--- src/cie_consts.vh ---
// constants for the instruction execute block: opcodes, register offsets, fields, resets
`ifndef CIE_CONSTS_VH
`define CIE_CONSTS_VH

// ----------------------------------------------------------------
// instruction words (10 bits)
// ----------------------------------------------------------------
`define CIE_OP_NOP        10'h000
`define CIE_OP_ADD_MEM    10'h00A
`define CIE_OP_ADD_MEM_C  10'h00B
`define CIE_OP_ADD_IMM    10'h060
`define CIE_OP_IMM_MASK   10'h3F0
`define CIE_OP_CONV_START 10'h29F
`define CIE_OP_WDT_STOP   10'h29C
`define CIE_OP_SEL_CERAM  10'h29A
`define CIE_OP_SEL_RC     10'h29B
`define CIE_OP_MODE_TO_A  10'h252
`define CIE_OP_A_TO_MODE  10'h2B6

// ----------------------------------------------------------------
// register byte offsets
// ----------------------------------------------------------------
`define CIE_REG_INSTR     8'h00
`define CIE_REG_ACC       8'h04
`define CIE_REG_CARRY     8'h08
`define CIE_REG_DPTR      8'h0C
`define CIE_REG_RAMDATA   8'h10
`define CIE_REG_CONVCTRL  8'h14
`define CIE_REG_MODE      8'h18
`define CIE_REG_PC        8'h1C
`define CIE_REG_FLAGS     8'h20
`define CIE_REG_INTSTAT   8'h24
`define CIE_REG_INTMASK   8'h28

// ----------------------------------------------------------------
// field positions
// ----------------------------------------------------------------
`define CIE_CONV_MODE_BIT 3
`define CIE_FLG_DONE      0
`define CIE_FLG_SKIP      1
`define CIE_FLG_WDT_ARM   2
`define CIE_FLG_CLK_RC    3
`define CIE_EV_CONV       0
`define CIE_EV_COMP       1
`define CIE_EV_DONE       2
`define CIE_EV_SKIP       3

// ----------------------------------------------------------------
// reset values
// ----------------------------------------------------------------
`define CIE_RST_NIB       4'h0
`define CIE_RST_PC        8'h00
`define CIE_RST_INSTR     10'h000
`define CIE_RST_WORD      32'h0000_0000

`endif

--- src/cie_execute.v ---
// instruction execute core with ahb-lite register access
//
// Added by the designer: the register addresses and the AHB-Lite interface to the registers.
`timescale 1ns/1ps
`include "cie_consts.vh"

// Overview of operation
// - add-immediate adds low four opcode bits to accumulator, result back in accumulator.
// - add-immediate never changes the carry flag.
// - add-immediate skips the next instruction when no overflow, else runs it.
// - conversion start clears done flag; with mode bit 0 starts a conversion.
// - with mode bit 1 conversion start clears done flag and starts comparator.
// - the mode bit is bit 3 of the converter control register.
// - add-memory adds ram nibble at data pointer to accumulator; carry unchanged.
// - add-memory-with-carry adds accumulator, ram nibble, carry; carry gets carry out.
// - no-operation only advances the program counter by one.
// - watchdog-stop-enable arms halting the watchdog; watchdog runs until stop done.
// - ceramic select switches system clock source to ceramic resonator.
// - rc select switches system clock source to rc oscillator.
module cie_execute
(
    input  wire        sys_clk,
    input  wire        rst_n,
    input  wire        hsel,
    input  wire [31:0] haddr,
    input  wire [1:0]  htrans,
    input  wire        hwrite,
    input  wire [2:0]  hsize,
    input  wire [31:0] hwdata,
    input  wire        hready,
    output wire [31:0] hrdata,
    output wire        hreadyout,
    output wire        hresp,
    input  wire        convDone,
    output wire        convStart,
    output wire        compStart,
    output wire        wdtStopArm,
    output wire        clkSelRc,
    output wire        irq
);

    // ----------------------------------------------------------------
    // state
    // ----------------------------------------------------------------
    reg  [31:0] hrdata_q;
    reg         hreadyout_q;
    reg         hresp_q;
    reg         wrPend_q;
    reg         rdPend_q;
    reg  [7:0]  addr_q;
    reg  [9:0]  instr_q;
    reg  [3:0]  acc_q;
    reg         carry_q;
    reg  [3:0]  dptr_q;
    wire [63:0] ramFlat;
    reg  [3:0]  convCtrl_q;
    reg  [3:0]  mode_q;
    reg  [7:0]  pc_q;
    reg         doneFlag_q;
    reg         skip_q;
    reg         wdtArm_q;
    reg         clkRc_q;
    reg  [3:0]  intStat_q;
    reg  [3:0]  intMask_q;
    reg         convStart_q;
    reg         compStart_q;
    reg         irq_q;

    reg  [3:0]  acc_d;
    reg         carry_d;
    reg  [3:0]  mode_d;
    reg         skip_d;
    reg         wdtArm_d;
    reg         clkRc_d;
    reg         convGo;
    reg         compGo;
    reg         doneClr;
    reg  [4:0]  sum;
    reg  [31:0] rdMux;

    wire        addrTaken = hsel & hready & htrans[1];
    wire        wrNow     = wrPend_q;
    wire [9:0]  wrInstr   = hwdata[9:0];
    wire        execNow   = wrNow & (addr_q == `CIE_REG_INSTR);
    wire [3:0]  ramNib    = ramFlat[{dptr_q, 2'b00} +: 4];
    wire [3:0]  evNow;

    assign hrdata     = hrdata_q;
    assign hreadyout  = hreadyout_q;
    assign hresp      = hresp_q;
    assign convStart  = convStart_q;
    assign compStart  = compStart_q;
    assign wdtStopArm = wdtArm_q;
    assign clkSelRc   = clkRc_q;
    assign irq        = irq_q;

    // ----------------------------------------------------------------
    // instruction decode and execute
    // ----------------------------------------------------------------
    always @*
    begin
        acc_d    = acc_q;
        carry_d  = carry_q;
        mode_d   = mode_q;
        skip_d   = skip_q;
        wdtArm_d = wdtArm_q;
        clkRc_d  = clkRc_q;
        convGo   = 1'b0;
        compGo   = 1'b0;
        doneClr  = 1'b0;
        sum      = 5'h00;
        if (execNow)
        begin
            skip_d = 1'b0;
            if (!skip_q)
            begin
                if ((wrInstr & `CIE_OP_IMM_MASK) == `CIE_OP_ADD_IMM)
                begin
                    sum    = {1'b0, acc_q} + {1'b0, wrInstr[3:0]};
                    acc_d  = sum[3:0];
                    skip_d = ~sum[4];
                end
                else
                begin
                    case (wrInstr)
                        `CIE_OP_ADD_MEM:
                        begin
                            sum   = {1'b0, acc_q} + {1'b0, ramNib};
                            acc_d = sum[3:0];
                        end
                        `CIE_OP_ADD_MEM_C:
                        begin
                            sum     = {1'b0, acc_q} + {1'b0, ramNib} + {4'h0, carry_q};
                            acc_d   = sum[3:0];
                            carry_d = sum[4];
                        end
                        `CIE_OP_CONV_START:
                        begin
                            doneClr = 1'b1;
                            convGo  = ~convCtrl_q[`CIE_CONV_MODE_BIT];
                            compGo  = convCtrl_q[`CIE_CONV_MODE_BIT];
                        end
                        `CIE_OP_WDT_STOP:   wdtArm_d = 1'b1;
                        `CIE_OP_SEL_CERAM:  clkRc_d  = 1'b0;
                        `CIE_OP_SEL_RC:     clkRc_d  = 1'b1;
                        `CIE_OP_MODE_TO_A:  acc_d    = mode_q;
                        `CIE_OP_A_TO_MODE:  mode_d   = acc_q;
                        default:            acc_d    = acc_q;
                    endcase
                end
            end
        end
    end

    assign evNow = {execNow & skip_d, convDone, compGo, convGo};

    // ----------------------------------------------------------------
    // read mux
    // ----------------------------------------------------------------
    always @*
    begin
        rdMux = `CIE_RST_WORD;
        case (addr_q)
            `CIE_REG_INSTR:    rdMux = {22'h00_0000, instr_q};
            `CIE_REG_ACC:      rdMux = {28'h000_0000, acc_q};
            `CIE_REG_CARRY:    rdMux = {31'h0000_0000, carry_q};
            `CIE_REG_DPTR:     rdMux = {28'h000_0000, dptr_q};
            `CIE_REG_RAMDATA:  rdMux = {28'h000_0000, ramNib};
            `CIE_REG_CONVCTRL: rdMux = {28'h000_0000, convCtrl_q};
            `CIE_REG_MODE:     rdMux = {28'h000_0000, mode_q};
            `CIE_REG_PC:       rdMux = {24'h00_0000, pc_q};
            `CIE_REG_FLAGS:    rdMux = {28'h000_0000, clkRc_q, wdtArm_q, skip_q, doneFlag_q};
            `CIE_REG_INTSTAT:  rdMux = {28'h000_0000, intStat_q};
            `CIE_REG_INTMASK:  rdMux = {28'h000_0000, intMask_q};
            default:           rdMux = `CIE_RST_WORD;
        endcase
    end

    // ----------------------------------------------------------------
    // bus slave: writes zero-wait, reads one wait state
    // ----------------------------------------------------------------
    always @(posedge sys_clk)
    begin
        if (!rst_n)
        begin
            hrdata_q    <= `CIE_RST_WORD;
            hreadyout_q <= 1'b1;
            hresp_q     <= 1'b0;
            wrPend_q    <= 1'b0;
            rdPend_q    <= 1'b0;
            addr_q      <= 8'h00;
        end
        else
        begin
            hresp_q <= 1'b0;
            if (rdPend_q)
            begin
                hrdata_q    <= rdMux;
                hreadyout_q <= 1'b1;
                rdPend_q    <= 1'b0;
                wrPend_q    <= 1'b0;
            end
            else
            begin
                wrPend_q <= addrTaken & hwrite;
                rdPend_q <= addrTaken & ~hwrite;
                if (addrTaken)
                begin
                    addr_q      <= {haddr[7:2], 2'b00};
                    hreadyout_q <= hwrite;
                end
            end
        end
    end

    // ----------------------------------------------------------------
    // core registers
    // ----------------------------------------------------------------
    always @(posedge sys_clk)
    begin
        if (!rst_n)
        begin
            instr_q     <= `CIE_RST_INSTR;
            acc_q       <= `CIE_RST_NIB;
            carry_q     <= 1'b0;
            dptr_q      <= `CIE_RST_NIB;
            convCtrl_q  <= `CIE_RST_NIB;
            mode_q      <= `CIE_RST_NIB;
            pc_q        <= `CIE_RST_PC;
            doneFlag_q  <= 1'b0;
            skip_q      <= 1'b0;
            wdtArm_q    <= 1'b0;
            clkRc_q     <= 1'b0;
            intStat_q   <= `CIE_RST_NIB;
            intMask_q   <= `CIE_RST_NIB;
            convStart_q <= 1'b0;
            compStart_q <= 1'b0;
            irq_q       <= 1'b0;
        end
        else
        begin
            acc_q       <= acc_d;
            carry_q     <= carry_d;
            mode_q      <= mode_d;
            skip_q      <= skip_d;
            wdtArm_q    <= wdtArm_d;
            clkRc_q     <= clkRc_d;
            convStart_q <= convGo;
            compStart_q <= compGo;
            if (execNow)
            begin
                instr_q <= wrInstr;
                pc_q    <= pc_q + 8'h01;
            end
            // completion from the converter wins over the clearing start
            if (convDone)
                doneFlag_q <= 1'b1;
            else if (doneClr)
                doneFlag_q <= 1'b0;
            if (wrNow)
            begin
                case (addr_q)
                    `CIE_REG_ACC:      acc_q      <= hwdata[3:0];
                    `CIE_REG_CARRY:    carry_q    <= hwdata[0];
                    `CIE_REG_DPTR:     dptr_q     <= hwdata[3:0];
                    `CIE_REG_CONVCTRL: convCtrl_q <= hwdata[3:0];
                    `CIE_REG_MODE:     mode_q     <= hwdata[3:0];
                    `CIE_REG_INTMASK:  intMask_q  <= hwdata[3:0];
                    default:           dptr_q     <= dptr_q;
                endcase
            end
            // new events win over a write-one clear
            if (wrNow && addr_q == `CIE_REG_INTSTAT)
                intStat_q <= (intStat_q & ~hwdata[3:0]) | evNow;
            else
                intStat_q <= intStat_q | evNow;
            irq_q <= |((intStat_q | evNow) & intMask_q &
                       ~((wrNow && addr_q == `CIE_REG_INTSTAT) ? hwdata[3:0] & ~evNow : 4'h0));
        end
    end

    // ----------------------------------------------------------------
    // data ram, one nibble per entry
    // ----------------------------------------------------------------
    genvar gi;
    generate
        for (gi = 0; gi < 16; gi = gi + 1)
        begin : gRam
            // each entry owns its flip-flops so the storage has one driver per nibble
            reg [3:0] nib_q;
            always @(posedge sys_clk)
            begin
                if (!rst_n)
                    nib_q <= `CIE_RST_NIB;
                else if (wrNow && addr_q == `CIE_REG_RAMDATA && dptr_q == gi)
                    nib_q <= hwdata[3:0];
            end
            assign ramFlat[gi*4 +: 4] = nib_q;
        end
    endgenerate

endmodule // cie_execute

--- config.mk ---
export PLATFORM = sky130hd
export DESIGN_NAME = cie_execute
export DESIGN_NICKNAME = d
export VERILOG_FILES = /design/src/cie_execute.v
export VERILOG_INCLUDE_DIRS = /design/src
export SDC_FILE = /design/constraint.sdc
export NUM_CORES = 1
export LEC_CHECK = 0
export ABC_CLOCK_PERIOD_IN_PS = 3650
export BUFFER_PORTS_ARGS = -buffer_cell sky130_fd_sc_hd__buf_2
export CAP_MARGIN = 20
export CORE_AREA = 2 2 133 135
export CTS_BUF_LIST = sky130_fd_sc_hd__clkbuf_8
export DETAILED_ROUTE_END_ITERATION = 7
export DIE_AREA = 0 0 135 137
export PLACE_DENSITY = 0.58
export SLEW_MARGIN = 30
export SYNTH_ARGS = -nofsm -noshare
export SYNTH_HDL_FRONTEND = slang
export SYNTH_SLANG_ARGS = --single-unit
--- constraint.sdc ---
create_clock -name sys_clk -period 3.65 [get_ports sys_clk]
set_input_delay 0.73 -clock sys_clk [delete_from_list [all_inputs] [get_ports sys_clk]]
set_output_delay 0.73 -clock sys_clk [all_outputs]
set_load 0.02 [all_outputs]
==> metrics.yaml, run 1 <==
status: "finished, final reports clean"
async_flop_share_pct: 0
synth_ff_type: "dfxtp_1"
total_power_mw: 2.89
fmax_mhz: 290
worst_slew_pin_slew_ns: 0.971
cp_max_fo: 14
p_leak_nw: 2.95
period_needed_ns: 3.45
skew_ns: 0.0142
drv_slew: 0
fillers: 1693
areaGrowthSynthToFinish_pct: 11.7
vias_per_cell: 5.53
insertion_delay_ns: 0.45
vias: 5692
drtAntennaViolNets: 0
fin_crit_sh_pct: 94.5
cp-start-kind: "flop"
multiInputGateArea_um2: 3720
root_buffer: "clkbuf_8"
powerDensity_nw_per_um2: 383
yosysSeqAreaShare_pct: 39.4
fp-row-count: 48
pre_cts_ws_ns: 0.119
grt_pass1_wl_um: 28900
drt_iter0_markers: 510
cpPeakStageDelay_ns: 0.53
finalNonFillerCells: 1030
antennaDiodeCount: 0
rsz0062_at_grt: "false"
max_cap_viol_count: 0
drive_gt1_share_pct: 17.9
die_w_um: 135
place_area_um2: 7090
io_buffers: 38
ctsHoldBuffers: 0
post-dp-hpwl_um: 12500
clk_pin_slew_ns: 0.08
setup_viol: 0
worstPathArrival_ns: 3.80
avgSynthCellArea_um2: 8.84
cp_top_family: "multiplexers"
die_h_um: 137
cts_buffer_depth: 2
crit_chain: "buf_12 > mux4_2 > mux4_2 > ha_1 > inv_1 > fa_1 > inv_1 > ha_1 > nand2_1 > xnor2_1 > a22oi_1 > o22ai_1 > o221a_2"
timing_worst_setup_path_type: "flop to flop"
worst_slew_margin_rel_pct: 35.3
area.sequential_um2: 2670
grt_pass1_vias: 5475
grtUsageTotal_pct: 20.2
htree_levels: 4
drc: 0
ys.warnings.count: 0
syn-cell-area_um2: 6760
final.setup.worst_slack_ns: 0.203
wl_um: 18200
slowest_stage: "mux4_2"
setup-tns-final_ns: 0
place_congestion: 0.850
postLayoutCellArea_um2: 7550
grt-ovfl-total: 0
final_core_util_pct: 44.2
numCtsBuffers: 17
layout_common_cells: "131 x dfxtp_1, 92 x nand2_1, 79 x a21oi_1"
cts_tree: "yes"
ios: 114
coreArea_um2: 17100
grt_max_degree: 94
synth_edf_count: 0
vdd_ir_drop_max_mv: 0.236
layout.nets: 880
ys_ff_latch: 133
final_common_cell: "dfxtp_1"
hold_viol: 0
dieArea_um2: 18500
holdWs_ns: 0.455
dp_cells: 990
synth_cells: 764
first_pass_iters: 5
hp-class: "input pin to flop"
synth_cell_types: 62
routedWlPerCell_um: 17.6
required_ns: 4.00
end_kind: "flop"
initial_utilization_pct: 39.6
clock-sinks: 133
path_buf_inv: 3
antenna_found_initial: 0
-- worst reg2reg max path, cell delays in order (launching register included) --
cell	delay, ns
dfxtp_2	0.34
buf_12	0.15
mux4_2	0.53
mux4_2	0.53
ha_1	0.23
inv_1	0.07
fa_1	0.43
inv_1	0.10
ha_1	0.17
nand2_1	0.07
xnor2_1	0.14
a22oi_1	0.19
o22ai_1	0.12
o221a_2	0.26
-- cells by family after synthesis --
group                      count (synthesis)  share of synthesized area (%)
buffers and inverters                     95                           6.69
AOI/OAI and AO/OA                        183                           16.3
adders and majority gates                 13                           2.63
other                                      1                         0.0555
DFF                                      133                           39.4
xor gates and xnor gates                  12                           1.56
muxes                                     69                           14.2
and+or+nand+nor                          258                           19.2
-- final timing paths --
path,from,end,slack [ns],cells after the start
setup / recovery,dptr_q[0],acc_q[2],0.20,13
hold / removal,hwrite,rdPend_q,0.46,2
setup reg to reg,dptr_q[0],acc_q[2],0.20,13
hold reg to reg,convCtrl_q[0],convCtrl_q[0],0.46,2
-- repair_timing --
item | CTS | global route
buffers inserted | 0 | 8
resized for setup | 0 | 2
setup endpoints to repair | 0 | 2
-- registers in the layout, indices dropped and copies added, names as in the netlist, 6 cells and up --
name,cells
addr_q,6
gRam.nib_q,64
pc_q,8
instr_q,10
hrdata,10
-- metal layers --
layer  routed length, µm  vias to the layer above  track usage (%)  share of wire, %
li1                    -                     2726                -                 -
met1                7810                     2755             24.9                43
met2                8910                      180             34.1                49
met3                 973                       31             4.48               5.4
met4                 463                        0             8.56               2.5
met5                   0                        -                0                 0
-- synth_stat cells (5+ instances only) --
| library cell | n | area [µm²] |
|---|---|---|
| nand3_1 | 24 | 120 |
| nand4_1 | 10 | 62.6 |
| inv_1 | 13 | 48.8 |
| buf_1 | 5 | 18.8 |
| ha_1 | 11 | 138 |
| a21oi_1 | 79 | 395 |
| buf_4 | 23 | 173 |
| a22o_1 | 8 | 70.1 |
| mux2_2 | 6 | 67.6 |
| clkbuf_1 | 46 | 173 |
| nand2b_1 | 10 | 62.6 |
| nor2_1 | 73 | 274 |
| mux4_2 | 21 | 473 |
| xnor2_1 | 6 | 52.6 |
| a211oi_1 | 5 | 37.5 |
| o21ai_0 | 52 | 260 |
| xor2_1 | 6 | 52.6 |
| a221o_1 | 5 | 50.1 |
| nand2_1 | 92 | 345 |
| and3_1 | 8 | 50.1 |
| buf_2 | 7 | 35.0 |
| dfxtp_1 | 133 | 2660 |
| nor2b_1 | 7 | 43.8 |
| a22oi_1 | 7 | 52.6 |
| mux2i_1 | 42 | 420 |
-- power breakdown --
| part | switching, mW | internal (mW) | total (mW) |
|---|---|---|---|
| logic | 0.133 | 0.0461 | 0.180 |
| registers | 0.0115 | 1.46 | 1.47 |
| clock network | 0.601 | 0.638 | 1.24 |
| total | 0.746 | 2.14 | 2.89 |
-- final cells by class --
cell class | count | share of cell area, %
timing repair buffer | 68 | 5.67
inverter | 14 | 0.713
clock inverter | 13 | 1.77
sequential | 133 | 35.3
clock buffer | 19 | 3.46
multi-input combinational | 558 | 49.3
tap | 225 | 3.73
(Power assumes the default switching activity.)
==> run 2, diff against run 1 <==
--- a/config.mk
+++ b/config.mk
@@ -12,3 +12,3 @@
 export CORE_AREA = 2 2 133 135
-export CTS_BUF_LIST = sky130_fd_sc_hd__clkbuf_8
+export CTS_CLUSTER_SIZE = 30
 export DETAILED_ROUTE_END_ITERATION = 7
==> constraint.sdc (replaced) <==
create_clock -name sys_clk -period 3.65 [get_ports sys_clk]
set_input_delay 0.365 -clock sys_clk [delete_from_list [all_inputs] [get_ports sys_clk]]
set_output_delay 0.365 -clock sys_clk [all_outputs]
set_load 0.02 [all_outputs]
==> metrics.yaml, run 2 (synthesized netlist as in run 1, its figures left out) <==
grt_pass1_vias: 5530  # +1.0%
drv_slew: 0  # unchanged
drc: 0  # unchanged
timing_worst_setup_path_type: "flop to flop"
required_ns: 3.96  # -0.04 ns
wl_um: 18300  # +0.74%
cts_buffer_depth: 2  # unchanged
post-dp-hpwl_um: 12600  # +0.25%
setup-tns-final_ns: 0  # unchanged
setup_viol: 0  # unchanged
grt-ovfl-total: 0  # unchanged
numCtsBuffers: 17  # unchanged
clock-sinks: 133  # unchanged
end_kind: "flop"
slowest_stage: "mux4_2"
max_cap_viol_count: 0  # unchanged
cp-start-kind: "flop"
layout_common_cells: "132 x dfxtp_1, 92 x nand2_1, 79 x a21oi_1"
fp-row-count: 48  # unchanged
reg2reg_slack_ns: 0.25  # +0.05 ns
total_power_mw: 3.28  # +14%
dp_cells: 990  # unchanged
drt_iter0_markers: 438  # -14%
reg2reg_from: "dptr_q[0]"
r2r_end: "acc_q[2]"
crit_chain: "buf_12 > buf_4 > mux4_2 > mux4_2 > inv_1 > fa_1 > inv_1 > ha_1 > nand2_1 > xnor2_1 > a22oi_1 > o22ai_1 > o221a_2"
grtUsageTotal_pct: 20.1  # -0.073 points
worstPathArrival_ns: 3.71  # -0.09 ns
worst_r2r_path_depth: 13  # unchanged
vias_per_cell: 5.68  # +2.8%
hold_path_depth: 2  # unchanged
htree_levels: 4  # unchanged
largest_reg_flops: 64  # unchanged
drtAntennaViolNets: 0  # unchanged
insertion_delay_ns: 0.42  # -0.03 ns
layout.nets: 879  # -0.11%
min_to: "rdPend_q"
die_h_um: 137  # unchanged
grt_max_degree: 61  # -35%
die_w_um: 135  # unchanged
hp-class: "input pin to flop"
cpPeakStageDelay_ns: 0.54  # about the same
antenna_found_initial: 0  # unchanged
clk_pin_slew_ns: 0.06  # -0.02 ns
status: "finished, final reports clean"
antennaDiodeCount: 0  # unchanged
period_needed_ns: 3.40  # -0.0509 ns
fin_crit_sh_pct: 93.1  # -1.4 points
coreArea_um2: 17100  # unchanged
worst_slew_pin_slew_ns: 0.702  # -0.269 ns
rsz0062_at_grt: "false"
fillers: 1669  # -1.4%
final_common_cell: "dfxtp_1"
initial_utilization_pct: 39.6  # unchanged
largest_register: "gRam.nib_q"
vias: 5848  # +2.7%
fmax_mhz: 294  # +1.5%
ios: 114  # unchanged
vdd_ir_drop_max_mv: 0.345  # +46%
areaGrowthSynthToFinish_pct: 14.1
grt_pass1_wl_um: 28900  # about the same
cp_max_fo: 12  # -2
powerDensity_nw_per_um2: 426  # +11%
worst_slew_margin_rel_pct: 53.2  # +18 points
skew_ns: 0.00865  # -0.00552 ns
path_buf_inv: 4  # +1
place_congestion: 0.849  # about the same
io_buffers: 38  # unchanged
dieArea_um2: 18500  # unchanged
cts_tree: "yes"
ctsHoldBuffers: 0  # unchanged
routedWlPerCell_um: 17.8  # +0.84%
place_area_um2: 7090  # unchanged
drive_gt1_share_pct: 17.9  # +0.022 points
hold_viol: 0  # unchanged
p_leak_nw: 3.02  # +2.2%
finalNonFillerCells: 1029  # -0.097%
postLayoutCellArea_um2: 7710  # +2.2%
hp-start: "hwrite"
root_buffer: "clkbuf_16"
first_pass_iters: 7  # +2
cp_top_family: "multiplexers"
holdWs_ns: 0.123  # -0.332 ns
## run 2: cell count changes in the layout (fill, tap and decap cells not counted), moves of 2 or more
cell / previous run / this run
inv_6: 1 / 3
clkbuf_8: 19 / 1
clkbuf_16: 0 / 17
inv_1: 15 / 13
## run 2: how the worst max path moves through the flow
stage                          from       end  slack (ns)  cells after the start
after floorplan           dptr_q[1]  acc_q[1]        0.27                     14
after global placement    dptr_q[0]  acc_q[1]        0.21                     13
after detailed placement  dptr_q[0]  acc_q[2]        0.17                     13
after CTS                 dptr_q[0]  acc_q[1]        0.15                     13
after global routing      dptr_q[0]  acc_q[1]        0.02                     13
final                     dptr_q[0]  acc_q[2]        0.25                     13
## run 2: final cells by class
| type | instances | area (µm²) | area share [%] |
|---|---|---|---|
| clock buffers | 18 | 439 | 5.70 |
| clock inverters | 14 | 128 | 1.66 |
| inverters | 14 | 53.8 | 0.698 |
| multi-input cells | 558 | 3720 | 48.3 |
| flip-flops and latches | 133 | 2660 | 34.6 |
| well taps | 225 | 282 | 3.65 |
| repair buffers | 67 | 420 | 5.45 |
## run 2: per-stage QoR
step           setup slack, ns  utilization, %
5_1_grt                 0.0218            45.2
6_report                 0.253            45.2
3_3_place_gp             0.207            41.6
2_1_floorplan            0.274               -
3_5_place_dp             0.166            41.6
4_1_cts                  0.153            44.9
## run 2: repair_timing
action,CTS,global route
setup endpoints to repair,0,1
gates resized for setup,0,1
setup buffers,0,7
hold endpoints to repair,0,0
## run 2: layer usage
metal	share of wire, %	global-route usage, %	wire length (µm)	vias up
li1	-	-	-	2741
met1	43	24.5	7870	2856
met2	49	35.0	9010	215
met3	5.7	4.33	1040	36
met4	2.0	7.47	363	0
met5	0	0	0	-
## run 2: report_power, final
| group | switching, mW | internal, mW |
|---|---|---|
| Combinational | 0.133 | 0.0458 |
| Sequential | 0.0131 | 1.46 |
| Clock | 0.674 | 0.958 |
